## src/ccp_unit_defines.svh

```systemverilog
/*
 * Register offsets, field positions, reset values and timing counts of the
 * capture/compare unit. Assumes inclusion by bare name, before any module.
 */
`ifndef CCP_UNIT_DEFINES_SVH
`define CCP_UNIT_DEFINES_SVH

// ---------------------------------------------------------------------------
// register byte offsets (one 32-bit word each)
// ---------------------------------------------------------------------------
`define OFS_CONTROL      8'h00
`define OFS_CAP_SEL      8'h04
`define OFS_VALUE_LOW    8'h08
`define OFS_VALUE_HIGH   8'h0C
`define OFS_TIMER_SEL    8'h10
`define OFS_STATUS       8'h14

// ---------------------------------------------------------------------------
// control register fields
// ---------------------------------------------------------------------------
`define CTL_MODE_LSB     0
`define CTL_MODE_MSB     3
`define CTL_OPEN_DRAIN   4
`define CTL_ADC_TRIG_EN  5
`define CTL_ENABLE       7
`define CTL_RESET        8'h00

// status register fields
`define STS_IRQ_FLAG     0
`define STS_OUT_LEVEL    1

// mode encodings (0000 off)
`define MODE_OFF         4'h0
`define MODE_TOG_CLR     4'h1
`define MODE_TOG         4'h2
`define MODE_CAP_ANY     4'h3
`define MODE_CAP_FALL    4'h4
`define MODE_CAP_RISE    4'h5
`define MODE_CAP_RISE4   4'h6
`define MODE_CAP_RISE16  4'h7
`define MODE_SET         4'h8
`define MODE_CLR         4'h9
`define MODE_PULSE       4'hA
`define MODE_PULSE_CLR   4'hB

// prescaler terminal counts
`define PRE_DIV4_LAST    4'h3
`define PRE_DIV16_LAST   4'hF

`endif

```

## src/ccp_unit_pkg.sv

```systemverilog
/*
 * Types shared by the capture/compare unit.
 * Assumes the defines header for encodings.
 */
package ccp_unit_pkg;
	// mode class of the unit
	typedef enum logic [1:0] {
		CLASS_OFF     = 2'h0,
		CLASS_CAPTURE = 2'h1,
		CLASS_COMPARE = 2'h3
	} mode_class_t;
	typedef logic [15:0] count_t;
endpackage : ccp_unit_pkg

```

## src/timer_capture_compare_unit.sv

```systemverilog
/*
 * Capture/compare unit tied to a selected 16-bit timer, with a classic
 * Wishbone register slave. Assumes the timers, trigger sources and pin
 * direction logic sit outside, all on clk_i except the raw pin/cell inputs.
 */
// The Wishbone slave port and the register addresses are this design's own decisions.
// Summary of operation
// - the 16-bit value is reached as separate low and high byte registers
// - one of three odd timers is selected; units may share a timer
// - output pin driver can be open-drain instead of push-pull
// - a capture event copies the whole selected timer count into the value
// - mode picks falling, rising, 4th rising, 16th rising, or any edge
// - each capture sets the irq flag; only software clears it
// - a newer capture overwrites the value with no overrun indication
// - 3-bit select picks logic cells, pin change, comparators or pin
// - the pin level is watched even while the pin is an output
// - prescaler cleared when disabled, not capturing, or reset
// - changing prescaler while capturing keeps the prescaler count
// - capture follows the timer count, frozen or running, through sleep
// - in compare mode the value is compared continuously with the timer
// - match action: toggle/clear, toggle, set, clear, pulse, pulse/clear
// - each match sets the flag and, if chosen, triggers a conversion
// - modes 0001 and 1011 reset the timer on a match
// - clearing the control register forces the output latch low
// - the output is also offered to other on-chip peripherals
`include "ccp_unit_defines.svh"
`timescale 1ns/10ps
`default_nettype none

module timer_capture_compare_unit (
	input  wire logic                  clk_i,
	input  wire logic                  rst_i,
	// wishbone slave
	input  wire logic                  wb_cyc_i,
	input  wire logic                  wb_stb_i,
	input  wire logic                  wb_we_i,
	input  wire logic [7:0]            wb_adr_i,
	input  wire logic [31:0]           wb_dat_i,
	input  wire logic [3:0]            wb_sel_i,
	output logic      [31:0]           wb_dat_o,
	output logic                       wb_ack_o,
	output logic                       wb_err_o,
	// timers 1, 3, 5 and their increment enables
	input  wire ccp_unit_pkg::count_t  timer1_count_i,
	input  wire ccp_unit_pkg::count_t  timer3_count_i,
	input  wire ccp_unit_pkg::count_t  timer5_count_i,
	input  wire logic [2:0]            timer_tick_i,
	// trigger sources
	input  wire logic                  capture_pin_i,
	input  wire logic                  pin_change_event_i,
	input  wire logic                  comparator_one_out_i,
	input  wire logic                  comparator_two_out_i,
	input  wire logic                  logic_cell_one_out_i,
	input  wire logic                  logic_cell_two_out_i,
	input  wire logic                  logic_cell_three_out_i,
	input  wire logic                  logic_cell_four_out_i,
	input  wire logic                  adc_source_is_me_i,
	// results
	output logic [2:0]                 timer_clear_o,
	output logic                       adc_trigger_o,
	output logic                       unit_irq_flag_o,
	output logic                       unit_out_o,
	output logic                       pin_out_o,
	output logic                       pin_oe_o
);
	import ccp_unit_pkg::*;

	// ------------------------------------------------------------------
	// registers
	// ------------------------------------------------------------------
	logic [7:0]  unit_control_reg_q;
	logic [2:0]  capture_input_select_reg_q;
	logic [1:0]  timer_assign_sel_q;
	count_t      capture_compare_value_q;
	logic        irq_flag_q;
	logic        out_latch_q;
	logic        pulse_q;
	logic [3:0]  pre_cnt_q;
	logic [2:0]  src_sync_q;
	logic [2:0]  timer_sel_tick_q;
	logic        match_seen_q;

	// mode decode, used by both capture and compare paths
	function automatic mode_class_t class_of(input logic [3:0] m);
		unique case (m)
			`MODE_CAP_ANY, `MODE_CAP_FALL, `MODE_CAP_RISE,
			`MODE_CAP_RISE4, `MODE_CAP_RISE16: class_of = CLASS_CAPTURE;
			`MODE_OFF, 4'hC, 4'hD, 4'hE, 4'hF: class_of = CLASS_OFF;
			default:                           class_of = CLASS_COMPARE;
		endcase
	endfunction : class_of

	wire [3:0]   mode       = unit_control_reg_q[`CTL_MODE_MSB:`CTL_MODE_LSB];
	wire         enabled    = unit_control_reg_q[`CTL_ENABLE];
	wire mode_class_t mclass = enabled ? class_of(mode) : CLASS_OFF;
	wire         capturing  = (mclass == CLASS_CAPTURE);
	wire         comparing  = (mclass == CLASS_COMPARE);

	// ------------------------------------------------------------------
	// wishbone decode
	// ------------------------------------------------------------------
	wire         req        = wb_cyc_i & wb_stb_i & ~wb_ack_o & ~wb_err_o;
	wire         hit_ctl    = (wb_adr_i == `OFS_CONTROL);
	wire         hit_cap    = (wb_adr_i == `OFS_CAP_SEL);
	wire         hit_lo     = (wb_adr_i == `OFS_VALUE_LOW);
	wire         hit_hi     = (wb_adr_i == `OFS_VALUE_HIGH);
	wire         hit_tmr    = (wb_adr_i == `OFS_TIMER_SEL);
	wire         hit_sts    = (wb_adr_i == `OFS_STATUS);
	wire         mapped     = hit_ctl | hit_cap | hit_lo | hit_hi | hit_tmr | hit_sts;
	wire         wr         = req & wb_we_i & mapped & wb_sel_i[0];
	wire         wr_ctl     = wr & hit_ctl;
	wire         ctl_zero   = wr_ctl & (wb_dat_i[7:0] == `CTL_RESET);

	// ------------------------------------------------------------------
	// timer selection: odd timers only
	// ------------------------------------------------------------------
	wire count_t sel_count  = (timer_assign_sel_q == 2'h1) ? timer3_count_i :
	                          (timer_assign_sel_q == 2'h2) ? timer5_count_i :
	                          timer1_count_i;
	wire         sel_tick   = (timer_assign_sel_q == 2'h1) ? timer_tick_i[1] :
	                          (timer_assign_sel_q == 2'h2) ? timer_tick_i[2] :
	                          timer_tick_i[0];

	// ------------------------------------------------------------------
	// capture source and edge detection
	// ------------------------------------------------------------------
	// pin is watched whatever its direction, so port writes can capture
	wire         src_raw    = (capture_input_select_reg_q == 3'h7) ? logic_cell_four_out_i :
	                          (capture_input_select_reg_q == 3'h6) ? logic_cell_three_out_i :
	                          (capture_input_select_reg_q == 3'h5) ? logic_cell_two_out_i :
	                          (capture_input_select_reg_q == 3'h4) ? logic_cell_one_out_i :
	                          (capture_input_select_reg_q == 3'h3) ? pin_change_event_i :
	                          (capture_input_select_reg_q == 3'h2) ? comparator_two_out_i :
	                          (capture_input_select_reg_q == 3'h1) ? comparator_one_out_i :
	                          capture_pin_i;

	// three stages; a change counts when the last two differ
	always_ff @(posedge clk_i) begin
		if (rst_i) begin
			src_sync_q <= 3'h0;
		end else begin
			src_sync_q <= {src_sync_q[1:0], src_raw};
		end
	end

	wire         rise       = src_sync_q[1] & ~src_sync_q[2];
	wire         fall       = ~src_sync_q[1] & src_sync_q[2];
	wire         pre_last4  = (pre_cnt_q == `PRE_DIV4_LAST);
	wire         pre_last16 = (pre_cnt_q == `PRE_DIV16_LAST);
	wire         cap_event  = capturing & (
	                          ((mode == `MODE_CAP_FALL)   & fall) |
	                          ((mode == `MODE_CAP_RISE)   & rise) |
	                          ((mode == `MODE_CAP_ANY)    & (rise | fall)) |
	                          ((mode == `MODE_CAP_RISE4)  & rise & pre_last4) |
	                          ((mode == `MODE_CAP_RISE16) & rise & pre_last16));

	// prescaler: cleared when off or not capturing, kept across changes
	always_ff @(posedge clk_i) begin
		if (rst_i || !capturing) begin
			pre_cnt_q <= 4'h0;
		end else if (rise) begin
			// wraps per setting; a switch keeps the count
			pre_cnt_q <= (mode == `MODE_CAP_RISE4 && pre_last4) ? 4'h0 : pre_cnt_q + 4'h1;
		end
	end

	// ------------------------------------------------------------------
	// compare
	// ------------------------------------------------------------------
	// match fires once per equality window, when the timer reaches the value
	wire         equal      = (sel_count == capture_compare_value_q);
	wire         match      = comparing & equal & ~match_seen_q;
	wire         clr_mode   = (mode == `MODE_TOG_CLR) | (mode == `MODE_PULSE_CLR);
	wire         pulse_mode = (mode == `MODE_PULSE) | (mode == `MODE_PULSE_CLR);

	always_ff @(posedge clk_i) begin
		if (rst_i) begin
			match_seen_q <= 1'b0;
		end else begin
			match_seen_q <= comparing & equal;
		end
	end

	// output latch actions; a zero control write forces it low
	always_ff @(posedge clk_i) begin
		if (rst_i || ctl_zero) begin
			out_latch_q <= 1'b0;
			pulse_q     <= 1'b0;
		end else if (match) begin
			unique case (mode)
				`MODE_TOG_CLR, `MODE_TOG: out_latch_q <= ~out_latch_q;
				`MODE_SET:                out_latch_q <= 1'b1;
				`MODE_CLR:                out_latch_q <= 1'b0;
				default:                  out_latch_q <= out_latch_q;
			endcase
			pulse_q <= pulse_mode;
		end else if (pulse_q && sel_tick) begin
			pulse_q <= 1'b0;
		end
	end

	// ------------------------------------------------------------------
	// outputs to timer, adc and pin
	// ------------------------------------------------------------------
	wire         drive_hi   = out_latch_q | pulse_q;
	always_ff @(posedge clk_i) begin
		if (rst_i) begin
			timer_clear_o   <= 3'h0;
			adc_trigger_o   <= 1'b0;
			unit_out_o      <= 1'b0;
			pin_out_o       <= 1'b0;
			pin_oe_o        <= 1'b0;
			timer_sel_tick_q <= 3'h0;
		end else begin
			timer_sel_tick_q <= timer_tick_i;
			timer_clear_o <= (match && clr_mode) ? (3'h1 << timer_assign_sel_q) : 3'h0;
			adc_trigger_o <= match & adc_source_is_me_i &
			                 unit_control_reg_q[`CTL_ADC_TRIG_EN];
			unit_out_o    <= drive_hi;
			pin_out_o     <= unit_control_reg_q[`CTL_OPEN_DRAIN] ? 1'b0 : drive_hi;
			pin_oe_o      <= comparing & (~unit_control_reg_q[`CTL_OPEN_DRAIN] | ~drive_hi);
		end
	end

	// ------------------------------------------------------------------
	// register file and irq flag
	// ------------------------------------------------------------------
	// capture wins over a software byte write in the same cycle
	always_ff @(posedge clk_i) begin
		if (rst_i) begin
			unit_control_reg_q         <= `CTL_RESET;
			capture_input_select_reg_q <= 3'h0;
			timer_assign_sel_q         <= 2'h0;
			capture_compare_value_q    <= 16'h0000;
		end else begin
			if (wr_ctl) begin
				unit_control_reg_q <= wb_dat_i[7:0];
			end
			if (wr && hit_cap) begin
				capture_input_select_reg_q <= wb_dat_i[2:0];
			end
			if (wr && hit_tmr) begin
				timer_assign_sel_q <= (wb_dat_i[1:0] == 2'h3) ? 2'h0 : wb_dat_i[1:0];
			end
			if (cap_event) begin
				capture_compare_value_q <= sel_count;
			end else if (wr && hit_lo) begin
				capture_compare_value_q[7:0] <= wb_dat_i[7:0];
			end else if (wr && hit_hi) begin
				capture_compare_value_q[15:8] <= wb_dat_i[7:0];
			end
		end
	end

	// set wins over a software clear in the same cycle
	wire         flag_set   = cap_event | match;
	wire         flag_clr   = wr & hit_sts & ~wb_dat_i[`STS_IRQ_FLAG];
	always_ff @(posedge clk_i) begin
		if (rst_i) begin
			irq_flag_q <= 1'b0;
		end else if (flag_set) begin
			irq_flag_q <= 1'b1;
		end else if (flag_clr) begin
			irq_flag_q <= 1'b0;
		end
	end
	assign unit_irq_flag_o = irq_flag_q;

	// read mux and single-cycle answer
	wire [31:0]  rd_data    = hit_ctl ? {24'h0, unit_control_reg_q} :
	                          hit_cap ? {29'h0, capture_input_select_reg_q} :
	                          hit_lo  ? {24'h0, capture_compare_value_q[7:0]} :
	                          hit_hi  ? {24'h0, capture_compare_value_q[15:8]} :
	                          hit_tmr ? {30'h0, timer_assign_sel_q} :
	                          hit_sts ? {30'h0, out_latch_q, irq_flag_q} : 32'h0;
	always_ff @(posedge clk_i) begin
		if (rst_i) begin
			wb_ack_o <= 1'b0;
			wb_err_o <= 1'b0;
			wb_dat_o <= 32'h0;
		end else begin
			wb_ack_o <= req & mapped;
			wb_err_o <= req & ~mapped;
			wb_dat_o <= (req & mapped & ~wb_we_i) ? rd_data : 32'h0;
		end
	end
endmodule : timer_capture_compare_unit

`default_nettype wire

```

## config.mk

```make
export PLATFORM = sky130hd
export DESIGN_NAME = timer_capture_compare_unit
export DESIGN_NICKNAME = d
export VERILOG_FILES = /design/src/ccp_unit_pkg.sv /design/src/timer_capture_compare_unit.sv
export VERILOG_INCLUDE_DIRS = /design/src
export SDC_FILE = /design/constraint.sdc
export NUM_CORES = 1
export LEC_CHECK = 0
export ABC_AREA = 1
export BUFFER_PORTS_ARGS = -buffer_cell sky130_fd_sc_hd__buf_4
export CORE_ASPECT_RATIO = 0.8
export CORE_MARGIN = 1
export CORE_UTILIZATION = 48
export CTS_BUF_LIST = sky130_fd_sc_hd__clkbuf_2
export CTS_CLUSTER_DIAMETER = 40
export CTS_CLUSTER_SIZE = 20
export DETAILED_ROUTE_END_ITERATION = 6
export GPL_TIMING_DRIVEN = 0
export HOLD_SLACK_MARGIN = 0.12
export PLACE_DENSITY = 0.78
export SLEW_MARGIN = 20
export SYNTH_ARGS = -nofsm -noshare
export SYNTH_HDL_FRONTEND = slang
export SYNTH_SLANG_ARGS = --single-unit
```

## constraint.sdc

```tcl
create_clock -name clk_i -period 4.6 [get_ports clk_i]
set_input_delay 0.92 -clock clk_i [delete_from_list [all_inputs] [get_ports clk_i]]
set_output_delay 0.92 -clock clk_i [all_outputs]
set_load 0.02 [all_outputs]
```

# Yosys cells after proc, flatten, opt, wreduce, memory -nomap -nowiden

Memory sizes are Yosys's and may differ from the RTL's. A register that Yosys moved wholly into a read port is not among the register bits.
Index checks and enable logic that the tools add are counted.
Widths: inputs -> output; s select.

Register bits: 81
Bits in latches: 0
Bits in writable memories: 0
ROM bits: 32
Output and inout bits: 42
Memories kept: 1

Memories:

| name            | depth | bits a word | read ports | clocked after Yosys merged registers in | write ports | line                             | RTL |
|---|---|---|---|---|---|---|---|
| (no name shown) | 16    | 2           | 1          | 1                                       | 0           | timer_capture_compare_unit.sv:85 | `unique case (m)` |

$add $sub $neg: 1
$mul: 0
Div/mod/pow operators: 0
$lt $le $gt $ge: 0
Equal/unequal tests: 32
Shifts and indexed selects: 1
Muxes and demuxes: 31
Bitwise logic cells: 56
Reduce and logical (&&, ||, !) cells: 24

Operators with widths:

| cell                | count |
|---|---|
| $mux 8              | 7 |
| $mux 16             | 3 |
| $and 1x1->1         | 28 |
| $eq 4x4->1 const B  | 5 |
| $eq 16x16->1        | 1 |
| $eq 4x3->1 const B  | 4 |
| $eq 8x4->1 const B  | 2 |
| $eq 8x5->1 const B  | 2 |
| $logic_not 8->1     | 2 |
| $or 1x1->1          | 15 |
| $mux 1              | 13 |
| $not 1->1           | 13 |
| $eq 3x3->1 const B  | 4 |
| $eq 4x2->1 const B  | 3 |
| $mux 4              | 3 |
| $eq 8x3->1 const B  | 1 |
| $mux 2              | 4 |
| $reduce_bool 2->1   | 4 |
| $reduce_or 2->1     | 4 |
| $logic_and 1x1->1   | 7 |
| $reduce_or 7->1     | 1 |
| $eq 2x2->1 const B  | 3 |
| $eq 3x2->1 const B  | 2 |
| $add 4x1->4 const B | 1 |
| 10 further kinds    | 13 |

# Longest topological paths before layout

Depth after elaboration: 12
Gate-level depth with buffers: 17

# Least setup slack after synthesis

No wires, ideal clock.

Path kind: input port to flip-flop
Start: input wb_adr_i[1]
End: register (tool-made name)
Data arrival time: 2.486 ns
Required time: 4.485 ns
Slack: 2.000 ns
Cell stages on the path: 10
Buffers on the path: 1
Path through: nor2_1 nand4_1 nor2_2 nand2_1 nor2_4 inv_1 buf_6 o211ai_1 ha_1 o21a_1

RTL lines:

| element            | line                             | RTL |
|---|---|---|
| start: declaration | timer_capture_compare_unit.sv:37 | `input wire logic [7:0] wb_adr_i,` |

==> impl_results.md <==
* Share of layout cells above drive strength 1 at 23.1%
* Flops & latches, synth at 59
* Worst Reg-to-Reg Cells at 13
* Die area at 0.00873 mm2
* Via count at 4,567
* Fin crit period at 2550 ps
* Netlist cell types at 50
* P_leak at 2.69 nW
* RR Endpoint: capture_compare_value_q[1]
* Synth Flop Type: dfxtp_1
* Hold_sp: src_sync_q[0]
* GRT Util Overall at 29.4%
* Worst EP required at 5010 ps
* Routed length per instance at 14.0 um
* Number of enable-type register cells in the synthesized netlist at 0
* WL final at 12.4 mm
* Final global-route overflow total at 0
* Setup TNS at 0 ps
* Ys async rst share at 0%
* Post-synthesis cell area at 0.00401 mm2
* Final ANT Viol Nets at 0
* Layout Skew at 15.6 ps
* Post-CTS sizing at 0
* Die Y at 83.8 um
* Remaining DRCs at 0
* Final instance area at 0.00511 mm2
* Gpl congestion at 0.922
* First DRT Iteration DRCs at 333
* Critical path type: in2reg
* Vias per inst at 5.17
* Synth Instances at 638
* Cell Count, Final, Fillers Out at 884
* Reg-to-Reg Start: src_sync_q[1]
* Hold Buf Count CTS at 0
* Hold Path End: src_sync_q[1]
* CTS Root Cell: clkbuf_2
* Max clock buf depth at 2
* RSZ-0062 raised after global routing: false
* Hold crit path type: reg2reg
* Final Setup Violations at 0
* # Max-Cap Violations at 0
* Crit path max fanout at 10
* Setup bufs post-CTS at 0
* NumNets Final at 884
* H-tree lvl count at 3
* Post-Place Cell Area at 0.00498 mm2
* Area delta synth->final at 27.5%
* Largest net degree at the start of global routing at 12
* CTS tree: yes
* Maximum vdd ir drop at 0.176 mV
* YS warnings at 0
* Port Buf Inserts at 99
* Chip Width at 104 um
* Worst setup EP type: flop
* Hold path cells at 2
* Pwr dens at 206 mW/mm2
* R2R setup slack at 2260 ps
* Final Hold Fails at 0
* Ant diodes at 0
* Clk_lat worst skew at 490 ps
* Boundary pin count at 151
* Clock Sinks at 59
* Slew Viols, Final at 0
* Crit start category: input pin
* Total number of placement rows at 29
* Fin util at 63.8%
* Global-route wire length before repair at 20.2 mm
* Clock transition at path regs at 190 ps
* Initial antenna violation count at 0
* Placed insts at 868
* Core Footprint at 0.00802 mm2
* Outcome: completed
* Max Freq at 0.392 GHz
* Total CTS buffers at 9
* Register area share after synthesis at 29.4%
* Worst-margin pin slew at 552 ps
* Mean Syn Cell Area at 6.29 um2
* CP arrival at 2960 ps
* Starting Density at 50.0%
* DR pass1 iterations at 5
* DP HPWL at 9.92 mm
* Final worst-path cycle share at 55.5%
* Worst slew margin at 63.2%
* Vias in the first global route at 4,178
-- cells in the mapped netlist (3+ instances only) --
master / number / area [um2]
o21ai_0: 19 / 95.1
nor3_1: 7 / 35.0
a21oi_1: 13 / 65.1
nand3_2: 5 / 50.1
nand4_1: 5 / 31.3
clkbuf_1: 6 / 22.5
nand3_1: 122 / 611
buf_6: 6 / 67.6
o22ai_1: 5 / 31.3
buf_2: 3 / 15.0
nor2_1: 63 / 236
dfxtp_1: 59 / 1180
nand2_1: 131 / 492
nor2_2: 3 / 18.8
o211ai_1: 6 / 45.0
buf_4: 29 / 218
inv_1: 104 / 390
ha_1: 4 / 50.1
or2_2: 8 / 50.1
nor4_1: 3 / 18.8
-- layout make-up --
| type | instances | area [um2] |
|---|---|---|
| Buffer | 45 | 327 |
| Clock buffer | 9 | 45.0 |
| Sequential cell | 59 | 1180 |
| Tap cell | 108 | 135 |
| Inverter | 107 | 404 |
| Clock inverter | 7 | 92.6 |
| Timing Repair Buffer | 99 | 743 |
| Multi-Input combinational cell | 450 | 2190 |
| Fill cell | 770 | 2900 |
-- cells by family (layout without fill, tap and decap cells) --
kind of cell	after synthesis	count (layout)	synth area share [%]
and+or+nand+nor	358	358	40.7
buffers and inverters	152	267	18.2
AOI/OAI and AO/OA	61	61	9.64
DFF	59	59	29.4
adders and majority gates	4	4	1.25
xor gates and xnor gates	2	2	0.437
other	1	24	0.0935
muxes	1	1	0.249
-- power breakdown --
group	switching (mW)	internal, mW	total, mW
logic	0.0748	0.0753	0.150
registers	0.000815	0.513	0.514
clock network	0.213	0.178	0.391
total	0.289	0.766	1.06
-- registers in the layout, summed over array words and instances, names as in the netlist, 2 cells and up, named ones only --
register and count:
pre_cnt_q 4, capture_input_select_reg_q 3, unit_control_reg_q 8, timer_clear_o 3, timer_assign_sel_q 2, capture_compare_value_q 16
wb_dat_o 8, src_sync_q 3
-- cell usage in the layout (no fill, tap or decap), types with 6 or more instances in the layout --
master,instances
a21oi_1,13
buf_4,128
buf_6,6
clkbuf_1,6
clkbuf_2,9
conb_1,24
dfxtp_1,59
inv_1,104
nand2_1,131
nand3_1,122
nor2_1,63
nor3_1,7
o211ai_1,6
o21ai_0,19
or2_2,8
-- metal layers --
| metal | GRT usage [%] | wire, um | vias to the layer above |
|---|---|---|---|
| li1 | - | - | 2269 |
| met1 | 41.5 | 5770 | 2059 |
| met2 | 45.6 | 5270 | 217 |
| met3 | 5.00 | 1130 | 22 |
| met4 | 8.83 | 202 | 0 |
| met5 | 0 | 0 | - |
-- worst max-delay path, stage by stage --
cell and delay, ps:
buf_4 100, nor2_1 140, nand4_1 170, nor2_2 220, nand2_1 210, nor2_4 250, inv_1 90, buf_6 150
o211ai_1 230, ha_1 280, o21a_1 190
-- how the worst max path moves through the flow --
stage	from	endpoint	depth (start not counted)
finish	wb_adr_i[1]	flop	11
global route	wb_adr_i[1]	flop	13
CTS	wb_adr_i[1]	flop	11
detailed placement	wb_adr_i[1]	flop	11
global placement	wb_adr_i[1]	flop	11
floorplan	wb_adr_i[1]	flop	10
-- stage by stage --
step / power, mW / hold slack (ps) / worst slack (ps)
final: 1.06 / 420 / 2050
after global routing: 1.10 / 445 / 1900
after detailed placement: 0.673 / 399 / 1560
after floorplan: 0.599 / 388 / 2000
after global placement: 0.671 / 398 / 1540
after CTS: 1.06 / 424 / 2060
Power figures use the tool's default switching activity.
